**src/core/indexer_pkg.sv**
```systemverilog
// Package for the indexer command interpreter: register map, opcodes,
// parameter ranges, reset values, timing and carrier types.
// Assumes one 200 MHz clock and 32-bit AHB-Lite register access.
package indexer_pkg;
   // Register byte offsets
   localparam logic [7:0] OFF_CMD_ARG = 8'h00;
   localparam logic [7:0] OFF_CMD_OP = 8'h04;
   localparam logic [7:0] OFF_GPO = 8'h08;
   localparam logic [7:0] OFF_INPUT_STATUS = 8'h0C;
   localparam logic [7:0] OFF_JOG_ACCEL = 8'h10;
   localparam logic [7:0] OFF_JOG_SPEED = 8'h14;
   localparam logic [7:0] OFF_LIMIT_DECEL = 8'h18;
   localparam logic [7:0] OFF_END_STOP = 8'h1C;
   localparam logic [7:0] OFF_FLAGS = 8'h20;
   localparam logic [7:0] OFF_LOOP_STATUS = 8'h24;
   localparam logic [7:0] OFF_MOTION = 8'h28;
   // Opcodes written to the command register
   localparam logic [7:0] OP_OUTPUT_SET = 8'h01;
   localparam logic [7:0] OP_KILL = 8'h02;
   localparam logic [7:0] OP_KILL_LONG = 8'h03;
   localparam logic [7:0] OP_PAUSE = 8'h04;
   localparam logic [7:0] OP_CONTINUE = 8'h05;
   localparam logic [7:0] OP_LOOP_BEGIN = 8'h10;
   localparam logic [7:0] OP_LOOP_END = 8'h11;
   localparam logic [7:0] OP_LOOP_STOP = 8'h12;
   localparam logic [7:0] OP_JOG_ACCEL = 8'h13;
   localparam logic [7:0] OP_JOG_SPEED = 8'h14;
   localparam logic [7:0] OP_LIMIT_DECEL = 8'h15;
   localparam logic [7:0] OP_END_STOP = 8'h16;
   localparam logic [7:0] OP_DELAY = 8'h17;
   // Ranges in thousandths (rates) and hundredths (speed)
   localparam logic [31:0] JOG_ACCEL_MIN = 32'h0000_0001;
   localparam logic [31:0] JOG_ACCEL_MAX = 32'h0001_869F;
   localparam logic [31:0] JOG_ACCEL_RESET = 32'h0001_82B8;
   localparam logic [31:0] JOG_SPEED_MAX = 32'h0000_1388;
   localparam logic [31:0] JOG_SPEED_RESET = 32'h0000_0064;
   localparam logic [31:0] LIMIT_DECEL_MIN = 32'h0000_0001;
   localparam logic [31:0] LIMIT_DECEL_MAX = 32'h7FFF_FFFF;
   localparam logic [31:0] LIMIT_DECEL_RESET = 32'h000D_BBA0;
   localparam logic [31:0] END_STOP_MAX = 32'h0000_0003;
   localparam logic [1:0] END_STOP_RESET = 2'h0;
   localparam logic [31:0] LOOP_COUNT_MAX = 32'h0000_FFFF;
   localparam logic [31:0] SPEED_SCALE = 32'h0000_2710;
   localparam int unsigned LOOP_DEPTH_MAX = 16;
   // Flag bit positions
   localparam int unsigned FLAG_PAUSE = 0;
   localparam int unsigned FLAG_ARG_ERR = 1;
   localparam int unsigned FLAG_QUEUE_FULL = 2;
   localparam int unsigned FLAG_LIMIT_HIT = 3;
   localparam int unsigned FLAG_DELAY = 4;
   localparam int unsigned FLAG_LOOPING = 5;
   // Motion tick: one millisecond
   localparam int unsigned CLK_PERIOD_NS = 5;
   localparam int unsigned TICK_NS = 1000000;
   localparam int unsigned TICK_CYCLES = TICK_NS / CLK_PERIOD_NS;

   typedef struct packed {
      logic [7:0] op;
      logic [31:0] arg;
   } cmd_entry_type;

   typedef struct packed {
      logic jog_ccw;
      logic jog_cw;
      logic lim_ccw;
      logic lim_cw;
      logic [2:0] seq;
      logic [2:0] trig;
   } pins_type;

   typedef enum logic {
      EX_RUN = 1'b0,
      EX_WAIT = 1'b1
   } exec_state_type;
endpackage : indexer_pkg

```
**src/core/indexer_core.sv**
```systemverilog
// Indexer command interpreter: AHB-Lite registers, buffered command queue with
// nested loops and delays, immediate kill/pause/output, jog and limit motion.
// Assumes pins arrive asynchronously and the host writes argument before opcode.
//
// Implementation choices: the AHB-Lite slave port and the register offsets.
`timescale 1ns/1ps
module indexer_core #(
   parameter int unsigned TICK_CYCLES = indexer_pkg::TICK_CYCLES,
   parameter int unsigned QUEUE_DEPTH = 32,
   parameter int unsigned LOOP_DEPTH = indexer_pkg::LOOP_DEPTH_MAX,
   parameter int unsigned GPO_W = 8
) (
   input wire logic sys_clk,
   input wire logic reset,
   input wire logic hsel,
   input wire logic [31:0] haddr,
   input wire logic [1:0] htrans,
   input wire logic hwrite,
   input wire logic [2:0] hsize,
   input wire logic [31:0] hwdata,
   input wire logic hready,
   output logic [31:0] hrdata,
   output logic hreadyout,
   output logic hresp,
   input wire indexer_pkg::pins_type pins_raw,
   output logic [GPO_W-1:0] gpo,
   output logic [31:0] motor_speed,
   output logic motor_dir,
   output logic motor_run,
   output logic [4:0] trigger
);
   localparam int unsigned QW = $clog2(QUEUE_DEPTH);
   localparam int unsigned DW = $clog2(LOOP_DEPTH);

   function automatic logic arg_ok(input logic [7:0] op, input logic [31:0] arg);
      unique case (op)
         indexer_pkg::OP_JOG_ACCEL:
            return arg >= indexer_pkg::JOG_ACCEL_MIN && arg <= indexer_pkg::JOG_ACCEL_MAX;
         indexer_pkg::OP_JOG_SPEED: return arg <= indexer_pkg::JOG_SPEED_MAX;
         indexer_pkg::OP_LIMIT_DECEL:
            return arg >= indexer_pkg::LIMIT_DECEL_MIN && arg <= indexer_pkg::LIMIT_DECEL_MAX;
         indexer_pkg::OP_END_STOP: return arg <= indexer_pkg::END_STOP_MAX;
         indexer_pkg::OP_LOOP_BEGIN: return arg <= indexer_pkg::LOOP_COUNT_MAX;
         default: return 1'b1;
      endcase
   endfunction : arg_ok

   function automatic logic [31:0] step_down(input logic [31:0] cur, input logic [31:0] step);
      return (cur > step) ? cur - step : 32'h0000_0000;
   endfunction : step_down

   // Bus slave
   logic wr_pend_q;
   logic [7:0] wr_addr_q;
   logic [31:0] hrdata_q;
   logic [31:0] rd_word;
   logic [31:0] arg_q;
   logic addr_rd;
   assign addr_rd = hsel && hready && htrans[1] && !hwrite;
   assign hrdata = hrdata_q;

   always_ff @(posedge sys_clk or posedge reset) begin
      if (reset) begin
         wr_pend_q <= 1'b0;
         wr_addr_q <= 8'h00;
         hrdata_q <= 32'h0000_0000;
         hreadyout <= 1'b1;
         hresp <= 1'b0;
      end else begin
         wr_pend_q <= hsel && hready && htrans[1] && hwrite;
         wr_addr_q <= (haddr[31:8] == 24'h00_0000) ? haddr[7:0] : 8'hFF;
         if (addr_rd) begin
            hrdata_q <= (haddr[31:8] == 24'h00_0000) ? rd_word : 32'h0000_0000;
         end
         hreadyout <= 1'b1;
         hresp <= 1'b0;
      end
   end

   always_ff @(posedge sys_clk or posedge reset) begin
      if (reset) begin
         arg_q <= 32'h0000_0000;
      end else if (wr_pend_q && wr_addr_q == indexer_pkg::OFF_CMD_ARG) begin
         arg_q <= hwdata;
      end
   end

   // Command decode
   logic issue;
   logic [7:0] op_in;
   logic kill;
   logic out_set;
   logic pause_cmd;
   logic cont_cmd;
   logic buffered;
   assign issue = wr_pend_q && wr_addr_q == indexer_pkg::OFF_CMD_OP;
   assign op_in = hwdata[7:0];
   assign kill = issue && (op_in == indexer_pkg::OP_KILL ||
                           op_in == indexer_pkg::OP_KILL_LONG);
   assign out_set = issue && op_in == indexer_pkg::OP_OUTPUT_SET;
   assign pause_cmd = issue && op_in == indexer_pkg::OP_PAUSE;
   assign cont_cmd = issue && op_in == indexer_pkg::OP_CONTINUE;
   assign buffered = issue && op_in >= indexer_pkg::OP_LOOP_BEGIN &&
                     op_in <= indexer_pkg::OP_DELAY;

   always_ff @(posedge sys_clk or posedge reset) begin
      if (reset) begin
         gpo <= '0;
      end else if (out_set) begin
         gpo <= arg_q[GPO_W-1:0];
      end
   end

   // Pin synchroniser: a change counts once stages two and three agree
   logic [9:0] pin_s1_q;
   logic [9:0] pin_s2_q;
   logic [9:0] pin_s3_q;
   logic [9:0] pins_q;
   indexer_pkg::pins_type pins;
   assign pins = indexer_pkg::pins_type'(pins_q);

   always_ff @(posedge sys_clk or posedge reset) begin
      if (reset) begin
         pin_s1_q <= 10'h000;
         pin_s2_q <= 10'h000;
         pin_s3_q <= 10'h000;
         pins_q <= 10'h000;
      end else begin
         pin_s1_q <= pins_raw;
         pin_s2_q <= pin_s1_q;
         pin_s3_q <= pin_s2_q;
         pins_q <= (pin_s2_q & pin_s3_q) | (pins_q & (pin_s2_q ^ pin_s3_q));
      end
   end

   // Millisecond tick
   logic [31:0] tick_cnt_q;
   logic tick_q;
   always_ff @(posedge sys_clk or posedge reset) begin
      if (reset) begin
         tick_cnt_q <= 32'h0000_0000;
         tick_q <= 1'b0;
      end else begin
         tick_q <= tick_cnt_q == 32'(TICK_CYCLES - 1);
         tick_cnt_q <= (tick_cnt_q == 32'(TICK_CYCLES - 1)) ? 32'h0000_0000 : tick_cnt_q + 1;
      end
   end

   // Command queue and executor
   indexer_pkg::cmd_entry_type queue_mem [QUEUE_DEPTH];
   indexer_pkg::cmd_entry_type cur;
   indexer_pkg::exec_state_type state_q;
   logic [QW:0] wr_ptr_q;
   logic [QW:0] rd_ptr_q;
   logic [15:0] cnt_q [LOOP_DEPTH];
   logic [QW:0] ret_q [LOOP_DEPTH];
   logic [LOOP_DEPTH-1:0] stop_q;
   logic [DW:0] depth_q;
   logic [DW-1:0] top;
   logic [31:0] delay_q;
   logic pause_q;
   logic reclaim;
   logic full;
   logic push;
   logic exec_go;
   assign cur = queue_mem[rd_ptr_q[QW-1:0]];
   assign top = DW'(depth_q - 1'b1);
   assign reclaim = rd_ptr_q == wr_ptr_q && depth_q == '0 && state_q == indexer_pkg::EX_RUN;
   assign full = !reclaim && wr_ptr_q == (QW+1)'(QUEUE_DEPTH);
   assign push = buffered && !full;
   assign exec_go = state_q == indexer_pkg::EX_RUN && !pause_q && rd_ptr_q != wr_ptr_q && !kill;

   always_ff @(posedge sys_clk) begin
      if (push) begin
         queue_mem[reclaim ? QW'(0) : wr_ptr_q[QW-1:0]] <= '{op: op_in, arg: arg_q};
      end
   end

   always_ff @(posedge sys_clk or posedge reset) begin
      if (reset) begin
         wr_ptr_q <= '0;
         rd_ptr_q <= '0;
         depth_q <= '0;
         stop_q <= '0;
         delay_q <= 32'h0000_0000;
         state_q <= indexer_pkg::EX_RUN;
         cnt_q <= '{default: 16'h0000};
         ret_q <= '{default: '0};
      end else if (kill) begin
         wr_ptr_q <= '0;
         rd_ptr_q <= '0;
         depth_q <= '0;
         stop_q <= '0;
         delay_q <= 32'h0000_0000;
         state_q <= indexer_pkg::EX_RUN;
      end else begin
         if (reclaim) begin
            rd_ptr_q <= '0;
            wr_ptr_q <= push ? (QW+1)'(1) : '0;
         end else if (push) begin
            wr_ptr_q <= wr_ptr_q + 1'b1;
         end
         if (state_q == indexer_pkg::EX_WAIT) begin
            if (tick_q) begin
               delay_q <= delay_q - 1;
               if (delay_q <= 32'h0000_0001) begin
                  state_q <= indexer_pkg::EX_RUN;
               end
            end
         end else if (exec_go) begin
            rd_ptr_q <= rd_ptr_q + 1'b1;
            unique case (cur.op)
               indexer_pkg::OP_LOOP_BEGIN: begin
                  if (depth_q < (DW+1)'(LOOP_DEPTH) && arg_ok(cur.op, cur.arg)) begin
                     cnt_q[depth_q[DW-1:0]] <= cur.arg[15:0];
                     ret_q[depth_q[DW-1:0]] <= rd_ptr_q + 1'b1;
                     stop_q[depth_q[DW-1:0]] <= 1'b0;
                     depth_q <= depth_q + 1'b1;
                  end
               end
               indexer_pkg::OP_LOOP_END: begin
                  if (depth_q != '0) begin
                     if (stop_q[top] || cnt_q[top] == 16'h0001) begin
                        depth_q <= depth_q - 1'b1;
                     end else begin
                        if (cnt_q[top] != 16'h0000) begin
                           cnt_q[top] <= cnt_q[top] - 1'b1;
                        end
                        rd_ptr_q <= ret_q[top];
                     end
                  end
               end
               indexer_pkg::OP_LOOP_STOP: begin
                  if (depth_q != '0) begin
                     stop_q[top] <= 1'b1;
                  end
               end
               indexer_pkg::OP_DELAY: begin
                  delay_q <= cur.arg;
                  if (cur.arg != 32'h0000_0000) begin
                     state_q <= indexer_pkg::EX_WAIT;
                  end
               end
               default: begin
               end
            endcase
         end
      end
   end

   always_ff @(posedge sys_clk or posedge reset) begin
      if (reset) begin
         pause_q <= 1'b0;
      end else if (kill) begin
         pause_q <= 1'b0;
      end else if (pause_cmd) begin
         pause_q <= 1'b1;
      end else if (cont_cmd) begin
         pause_q <= 1'b0;
      end
   end

   // Settings, kept across kill
   logic [31:0] jog_accel_rate_q;
   logic [31:0] jog_speed_max_q;
   logic [31:0] limit_decel_rate_q;
   logic [1:0] end_stop_disable_q;
   logic set_ok;
   assign set_ok = exec_go && arg_ok(cur.op, cur.arg);

   always_ff @(posedge sys_clk or posedge reset) begin
      if (reset) begin
         jog_accel_rate_q <= indexer_pkg::JOG_ACCEL_RESET;
         jog_speed_max_q <= indexer_pkg::JOG_SPEED_RESET;
         limit_decel_rate_q <= indexer_pkg::LIMIT_DECEL_RESET;
         end_stop_disable_q <= indexer_pkg::END_STOP_RESET;
      end else if (set_ok) begin
         if (cur.op == indexer_pkg::OP_JOG_ACCEL) jog_accel_rate_q <= cur.arg;
         if (cur.op == indexer_pkg::OP_JOG_SPEED) jog_speed_max_q <= cur.arg;
         if (cur.op == indexer_pkg::OP_LIMIT_DECEL) limit_decel_rate_q <= cur.arg;
         if (cur.op == indexer_pkg::OP_END_STOP) end_stop_disable_q <= cur.arg[1:0];
      end
   end

   // Motion profile
   logic cw_block;
   logic ccw_block;
   logic want_cw;
   logic want_ccw;
   logic want;
   logic blocked;
   logic [31:0] speed_tgt;
   logic [31:0] vel_d;
   logic dir_d;
   assign cw_block = !end_stop_disable_q[0] && pins.lim_cw;
   assign ccw_block = !end_stop_disable_q[1] && pins.lim_ccw;
   assign want_cw = pins.jog_cw && !pins.jog_ccw;
   assign want_ccw = pins.jog_ccw && !pins.jog_cw;
   assign want = motor_dir ? want_ccw : want_cw;
   assign blocked = motor_dir ? ccw_block : cw_block;
   assign speed_tgt = 32'(jog_speed_max_q * indexer_pkg::SPEED_SCALE);

   always_comb begin
      vel_d = motor_speed;
      dir_d = motor_dir;
      if (kill) begin
         vel_d = 32'h0000_0000;
      end else if (tick_q) begin
         if (blocked) begin
            vel_d = step_down(motor_speed, limit_decel_rate_q);
         end else if (want && motor_speed < speed_tgt) begin
            vel_d = (speed_tgt - motor_speed > jog_accel_rate_q) ?
                    motor_speed + jog_accel_rate_q : speed_tgt;
         end else if (!want || motor_speed > speed_tgt) begin
            vel_d = step_down(motor_speed, jog_accel_rate_q);
         end
         if (motor_speed == 32'h0000_0000 && !want) begin
            dir_d = want_ccw;
         end
      end
   end

   always_ff @(posedge sys_clk or posedge reset) begin
      if (reset) begin
         motor_speed <= 32'h0000_0000;
         motor_dir <= 1'b0;
         motor_run <= 1'b0;
         trigger <= 5'h00;
      end else begin
         motor_speed <= vel_d;
         motor_dir <= dir_d;
         motor_run <= vel_d != 32'h0000_0000;
         trigger <= {pins.lim_ccw & end_stop_disable_q[1],
                     pins.lim_cw & end_stop_disable_q[0], pins.trig};
      end
   end

   // Sticky flags, all cleared by kill
   logic arg_err_q;
   logic queue_full_q;
   logic limit_hit_q;
   logic [31:0] flag_word;
   always_ff @(posedge sys_clk or posedge reset) begin
      if (reset) begin
         arg_err_q <= 1'b0;
         queue_full_q <= 1'b0;
         limit_hit_q <= 1'b0;
      end else if (kill) begin
         arg_err_q <= 1'b0;
         queue_full_q <= 1'b0;
         limit_hit_q <= 1'b0;
      end else begin
         arg_err_q <= arg_err_q || (exec_go && !arg_ok(cur.op, cur.arg)) ||
                      (issue && op_in > indexer_pkg::OP_DELAY);
         queue_full_q <= queue_full_q || (buffered && full);
         limit_hit_q <= limit_hit_q || (tick_q && blocked && motor_speed != 32'h0000_0000);
      end
   end

   always_comb begin
      flag_word = 32'h0000_0000;
      flag_word[indexer_pkg::FLAG_PAUSE] = pause_q;
      flag_word[indexer_pkg::FLAG_ARG_ERR] = arg_err_q;
      flag_word[indexer_pkg::FLAG_QUEUE_FULL] = queue_full_q;
      flag_word[indexer_pkg::FLAG_LIMIT_HIT] = limit_hit_q;
      flag_word[indexer_pkg::FLAG_DELAY] = state_q == indexer_pkg::EX_WAIT;
      flag_word[indexer_pkg::FLAG_LOOPING] = depth_q != '0;
   end

   always_comb begin
      unique case (haddr[7:0])
         indexer_pkg::OFF_CMD_ARG: rd_word = arg_q;
         indexer_pkg::OFF_GPO: rd_word = 32'(gpo);
         indexer_pkg::OFF_INPUT_STATUS: rd_word = {22'h00_0000, pins_q};
         indexer_pkg::OFF_JOG_ACCEL: rd_word = jog_accel_rate_q;
         indexer_pkg::OFF_JOG_SPEED: rd_word = jog_speed_max_q;
         indexer_pkg::OFF_LIMIT_DECEL: rd_word = limit_decel_rate_q;
         indexer_pkg::OFF_END_STOP: rd_word = {30'h0000_0000, end_stop_disable_q};
         indexer_pkg::OFF_FLAGS: rd_word = flag_word;
         indexer_pkg::OFF_LOOP_STATUS:
            rd_word = {11'h000, 5'(depth_q), (depth_q != '0) ? cnt_q[top] : 16'h0000};
         indexer_pkg::OFF_MOTION: rd_word = motor_speed;
         default: rd_word = 32'h0000_0000;
      endcase
   end
endmodule : indexer_core

```
**config.mk**
```make
export PLATFORM = sky130hd
export DESIGN_NAME = indexer_core
export DESIGN_NICKNAME = d
export VERILOG_FILES = /design/src/core/indexer_pkg.sv /design/src/core/indexer_core.sv
export SDC_FILE = /design/constraint.sdc
export NUM_CORES = 2
export LEC_CHECK = 0
export ABC_AREA = 0
export BUFFER_PORTS_ARGS = -buffer_cell sky130_fd_sc_hd__buf_2
export CORE_ASPECT_RATIO = 1.1
export CORE_UTILIZATION = 45
export DETAILED_ROUTE_END_ITERATION = 16
export PLACE_DENSITY = 0.7
export REMOVE_ABC_BUFFERS = 1
export SYNTH_ARGS = -nofsm -noshare
export SYNTH_HDL_FRONTEND = slang
export SYNTH_SLANG_ARGS = --single-unit
export TNS_END_PERCENT = 10
```
**constraint.sdc**
```tcl
create_clock -name sys_clk -period 27.3 [get_ports sys_clk]
set_input_delay 2.73 -clock sys_clk [delete_from_list [all_inputs] [get_ports sys_clk]]
set_output_delay 2.73 -clock sys_clk [all_outputs]
set_load 0.02 [all_outputs]
```
Word level (Yosys, flattened, before mapping)
Memory sizes are Yosys's and may differ from the RTL's.
Cells that the tools add are included.
{"block": "totals", "reg_bits": 713, "latchBits": 0, "mem_bits_rw": 1280, "rom_bits": 0, "inputBits": 84, "out_inout_bits": 81, "elab_cells": 325, "memories": 1}
{"name": "queue_mem", "words": 32, "width": 40, "rd": 1, "rd_ports_with_merged_regs": 0, "write_ports": 1, "line_no": "indexer_core.sv:150", "text": "indexer_pkg::cmd_entry_type queue_mem [QUEUE_DEPTH];"}
{"block": "op_classes", "n_addsub": 11, "multipliers": 1, "n_div": 0, "order_cmp": 24, "n_eq_ne": 38, "shifts": 0, "n_mux": 92, "bitwise": 13, "reduce_logical": 84}
{"cell": "$mux W256", "n": 4}
{"cell": "$bwmux W256", "n": 2}
{"cell": "$pmux W256 S2", "n": 1}
{"cell": "$mux W32", "n": 15}
{"cell": "$pmux W32 S10", "n": 1}
{"cell": "$mux W16", "n": 10}
{"cell": "$demux W16 S4", "n": 2}
{"cell": "$gt A32 B32 Y1", "n": 4}
{"cell": "$bwmux W96", "n": 1}
{"cell": "$eq A8 B5 Y1 const B", "n": 12}
{"cell": "$reduce_bool A32 Y1", "n": 3}
{"cell": "$sub A32 B32 Y32", "n": 3}
{"cell": "$mux W6", "n": 13}
{"cell": "$bmux W16 S4", "n": 1}
{"cell": "$logic_and A1 B1 Y1", "n": 38}
{"cell": "$mux W5", "n": 7}
{"cell": "$add A32 B1 Y32 const B", "n": 1}
{"cell": "$add A32 B32 Y32", "n": 1}
{"cell": "$eq A32 B18 Y1 const B", "n": 1}
{"cell": "$ge A32 B1 Y1 const B", "n": 1}
{"cell": "$le A32 B1 Y1 const B", "n": 1}
{"cell": "$le A32 B13 Y1 const B", "n": 1}
{"cell": "$le A32 B16 Y1 const B", "n": 1}
{"cell": "$le A32 B17 Y1 const B", "n": 1}
{"cell": "other kinds (61)", "n": 138}

Longest topological paths before layout
{"block": "logic_depth", "depth_word": 14, "depth_mapped": 45, "ltp_nobuf": 43}

Least setup slack after synthesis
Ideal clock, no wire load.
{"block": "synth_path", "path_kind": "reg2reg", "from": "register jog_speed_max_q[5]", "to": "register motor_run", "setup_ns": 0.139, "arrival_ns": 9.685, "t_required_ns": 27.161, "path_slack_ns": 17.476, "stages_incl_launch_ff": 43, "n_path_buf": 1, "synth_period_minus_slack_ns": 9.824, "cell_sequence": "dfstp_2 inv_1 fa_1 inv_1 ha_1 inv_1 fa_1 inv_1 ha_1 inv_1 fa_1 inv_1 ha_1 or3_1 o21ai_0 o21ai_0 xor2_1 ha_1 [... 7 more ...] o21bai_1 a21oi_1 xnor2_1 ha_1 nand4_1 nor4_1 nor2_1 or2_2 o21ai_1 buf_2 mux2i_1 o21ai_0 a211o_1 or4_1 nor4_1 nand4b_1 or4_1 or4_1"}
{"block": "synth_via", "elab_chain_cells": 9, "word_cells_on_any_way": 14, "classes_between": "1 x add/sub; 1 x mul; 3 x order compare; 6 x mux; 3 x reduce/logical"}
{"element": "start, declared", "line_no": "indexer_core.sv:265", "text": "logic [31:0] jog_speed_max_q;"}
{"element": "start signal, assigned", "line_no": "indexer_core.sv:274", "text": "jog_speed_max_q <= indexer_pkg::JOG_SPEED_RESET;"}
{"element": "start signal, assigned", "line_no": "indexer_core.sv:279", "text": "if (cur.op == indexer_pkg::OP_JOG_SPEED) jog_speed_max_q <= cur.arg;"}
{"element": "$mul A32 B10 Y28 (*)", "line_no": "indexer_core.sv:301", "text": "assign speed_tgt = 32'(jog_speed_max_q * indexer_pkg::SPEED_SCALE);"}
{"element": "$sub A32 B32 Y32 / $gt A32 B32 Y1 (equally long branches)", "line_no": "indexer_core.sv:312, indexer_core.sv:314"}
{"element": "$gt A32 B32 Y1 / $logic_or A1 B1 Y1 (equally long branches)", "line_no": "indexer_core.sv:312, indexer_core.sv:314"}
{"element": "$mux W32 (on tied branches)", "line_no": "indexer_core.sv:312, indexer_core.sv:314"}
{"element": "$mux W32 (*)", "line_no": "indexer_core.sv:311", "text": "end else if (want && motor_speed < speed_tgt) begin"}
{"element": "$mux W32 (*)", "line_no": "indexer_core.sv:309", "text": "if (blocked) begin"}
{"element": "$mux W32 (*)", "line_no": "indexer_core.sv:308", "text": "end else if (tick_q) begin"}
{"element": "$mux W32 (*)", "line_no": "indexer_core.sv:306", "text": "if (kill) begin"}
{"element": "net vel_d[5]", "line_no": "indexer_core.sv:293", "text": "logic [31:0] vel_d;"}
{"element": "$reduce_bool A32 Y1 (*)", "line_no": "indexer_core.sv:332", "text": "motor_run <= vel_d != 32'h0000_0000;"}
{"element": "end signal, assigned", "line_no": "indexer_core.sv:327", "text": "motor_run <= 1'b0;"}
{"element": "end signal, assigned", "line_no": "indexer_core.sv:332"}
{"element": "end, declared", "line_no": "indexer_core.sv:29", "text": "output logic motor_run,"}
The timed path passes the listed nets; every way through them passes the cells marked *.
A chain may end at the register's enable or synchronous reset.

Final worst setup path
{"block": "layout_path", "from": "register jog_speed_max_q[6]", "to": "register motor_run"}
Same word-level chain as after synthesis.

==> out/qor.yml <==
status: "completed"
startpoint_type: "flip-flop"
reg2reg_depth: 40
grt_pass1_wl_um: 426000
r2r_slack_ps: 14770
fin_nets: 7367
slowest_stage: "a2111oi_0"
cts_tree: "yes"
arrival_ps: 13260
gp_congestion: 0.953
clockBufferDepth: 3
p_seq_share_pct: 53.1
crit_top_cell: "ha_1"
timing.final.crit_share_pct: 45.9
drt_iter0_drc: 7512
final_area_mm2: 0.105
initial_utilization_pct: 45.5
drc: 0
max_stage_delay_ps: 830
globalRoute.totalOverflow: 0
synthCells: 6852
die_y_um: 482
relSlewSlack_pct: 6.10
synth_top_cell_by_area: "edfxtp_1"
antenna_found_initial: 18
numPortBuffers: 158
p_sw_mw: 1.26
max_freq_ghz: 0.0798
min_period_ps: 12530
ys_warn_count: 0
synth-edff-count: 1280
finalHoldViolations: 0
synthToLayoutAreaGrowth_pct: 11.7
clk-insertion-delay-late_ps: 910
cts_resized: 0
cts-buffers-inserted: 194
placed_cell_area_mm2: 0.0988
cp_data_required_time_ps: 28020
viasPerCell: 6.43
drt-total-wl_um: 294000
irDropWorstVdd_uv: 75.9
first_global_vias: 62777
synth_seq_cells: 1993
synth.area.top_cells: "edfxtp_1 41%, dfrtp_1 18%, mux4_2 9.0%"
dr.pass1.iters: 9
clk_pin_slew_worst_paths_ps: 60
criticalPathCategory: "reg -> reg"
min_from: "pin_s1_q[1]$_DFF_PP0_"
clockPowerShare_pct: 46.1
cap_violations: 0
core_mm2: 0.208
avgSynthCellArea_um2: 13.8
cp_max_fo: 17
grt_usage_pct: 27.5
ant_nets: 0
wire_per_inst_um: 29.8
tns_ps: 0
hold_buffers: 0
endpoint_kind: "flip-flop"
p_leak_nw: 43.9
combPwrFrac_pct: 0.8
die_w_um: 439
r2r_start: "jog_speed_max_q[6]$_DFFE_PP1P_"
ys.flop_type: "edfxtp_1"
layout-drive-gt1-share_pct: 17.2
rsz0062_at_grt: "no"
crit_path_end: "motor_run$_DFF_PP0_"
worst_slew_pin_slew_ps: 1400
cts_htree_levels: 4
yosysUniqueCellTypes: 98
syn_area_mm2: 0.0944
p_int_mw: 4.78
largest_reg_flops: 1280
grt_max_degree: 237
critPathBufInv: 5
maxSlewViolCount: 0
skew_ps: 93.2
post-cts-setup-buffer-count: 0
pwr_density_cell_mw_per_mm2: 57.2
cp-startpoint: "jog_speed_max_q[6]$_DFFE_PP1P_"
die-area_mm2: 0.212
async_reset_ff_share_pct: 35.8
r2r-end: "motor_run$_DFF_PP0_"
ys_seq_area_share_pct: 59.6
hold_path.class: "reg -> reg"
yosysTopAreaCellShare_pct: 40.7
place_hpwl_um: 188000
path_depth: 40
crit_family: "simple AND/OR/NAND/NOR gates"
swShare_pct: 20.9
dr_total_vias: 63567
io-pin-count: 165
rows: 175
clkSinkCount: 1993
finalSetupViolCount: 0
cts_root_buf: "clkbuf_16"
-- cell families (layout without fill, tap and decap cells) --
kind of cell | count (synthesis) | after routing | share of synthesized area, %
AOI/OAI and AO/OA | 1618 | 1618 | 11.8
xor gates and xnor gates | 194 | 194 | 1.80
adders and majority gates | 311 | 311 | 4.61
buffers and inverters | 766 | 1052 | 3.33
DFF | 1993 | 1993 | 59.6
muxes | 656 | 656 | 12.0
other | 2 | 11 | 0.00795
and+or+nand+nor | 1312 | 1312 | 6.75
-- how the worst min path moves through the flow --
stage	end	slack [ps]	cells past startpoint
finish	pin_s2_q[1]$_DFF_PP0_	350	0
floorplan	pin_s2_q[0]$_DFF_PP0_	330	0
detailed placement	pin_s2_q[1]$_DFF_PP0_	330	0
global placement	pin_s2_q[1]$_DFF_PP0_	330	0
global route	pin_s2_q[1]$_DFF_PP0_	360	0
CTS	pin_s2_q[1]$_DFF_PP0_	350	0
-- cells in the final DEF, fill, tap and decap left out, types with 33 or more instances in the layout --
cell	n
a21o_1	63
a21oi_1	320
a22o_1	297
a22oi_1	66
a31oi_1	42
and2_1	64
buf_2	158
buf_4	186
clkbuf_1	38
clkbuf_16	194
clkinv_2	34
dfrtp_1	685
edfxtp_1	1280
fa_1	61
ha_1	249
inv_1	337
mux2_2	64
mux2i_1	206
mux4_2	377
nand2_1	258
nand2b_1	38
nand3_1	114
nand4_1	41
nor2_1	406
nor2_4	36
nor3_1	99
nor4_1	63
o21a_1	33
o21ai_0	221
o221ai_1	80
o22ai_1	227
xnor2_1	131
xor2_1	57
-- layout make-up --
class                   instances  area [µm²]
diodes                          9        22.5
clock buffers                 259        5370
clock inverters               103        1350
fillers                     17195      102000
inverters                     342        1290
multi-input cells            4093       35400
flip-flops and latches       1993       56300
well taps                    2743        3430
repair buffers                348        2270
-- metrics by stage --
stage	total power [mW]	util [%]	hold WS (ps)	setup WS (ps)	cells
2_1_floorplan	3.28	-	331	4610	6428
3_3_place_gp	3.31	47.6	333	14910	9519
3_5_place_dp	3.31	47.6	335	14920	9519
4_1_cts	6.06	50.8	348	14900	9881
5_1_grt	6.17	50.8	358	14300	9887
6_report	6.04	50.8	347	14770	9890
-- power groups by stage --
stage | registers (mW) | logic [mW] | clock network, mW
2_1_floorplan | 3.26 | 0.0207 | 0
3_3_place_gp | 3.26 | 0.0491 | 0
3_5_place_dp | 3.26 | 0.0504 | 0
4_1_cts | 3.20 | 0.0505 | 2.81
5_1_grt | 3.20 | 0.0548 | 2.92
6_report | 3.20 | 0.0488 | 2.78
-- cells in the mapped netlist, drive strengths merged (12+ instances only) --
| master | instances |
|---|---|
| a2111oi | 15 |
| a211oi | 17 |
| a21o | 63 |
| a21oi | 323 |
| a221oi | 19 |
| a222oi | 19 |
| a22o | 297 |
| a22oi | 66 |
| a31oi | 42 |
| and2 | 65 |
| and3 | 29 |
| and4 | 12 |
| buf | 166 |
| clkbuf | 258 |
| dfrtp | 692 |
| dfstp | 21 |
| edfxtp | 1280 |
| fa | 61 |
| ha | 250 |
| inv | 340 |
| mux2 | 68 |
| mux2i | 211 |
| mux4 | 377 |
| nand2 | 259 |
| nand2b | 39 |
| nand3 | 114 |
| nand4 | 41 |
| nor2 | 446 |
| nor2b | 29 |
| nor3 | 100 |
| nor4 | 65 |
| o211ai | 23 |
| o21a | 33 |
| o21ai | 241 |
| o21bai | 14 |
| o221ai | 81 |
| o22ai | 227 |
| o31ai | 24 |
| or2 | 19 |
| or3 | 29 |
| or4 | 15 |
| or4b | 12 |
| xnor2 | 136 |
| xor2 | 58 |
-- worst reg2reg max path, delay by kind of cell, from the launching register on --
kind                       cells  cell delay [ps]
and+or+nand+nor               11             4140
xor gates and xnor gates       2              530
AOI/OAI and AO/OA             14             3540
adders and majority gates      8             2980
DFF                            1              630
buffers and inverters          5              550
-- per-layer routing --
layer | vias up | track usage (%) | wire length [µm]
li1 | 26764 | - | -
met1 | 32489 | 35.5 | 111000
met2 | 3537 | 44.0 | 140000
met3 | 767 | 5.42 | 27100
met4 | 10 | 14.2 | 16300
met5 | - | 0 | 69
No activity file was read; power rests on OpenSTA's default activity.
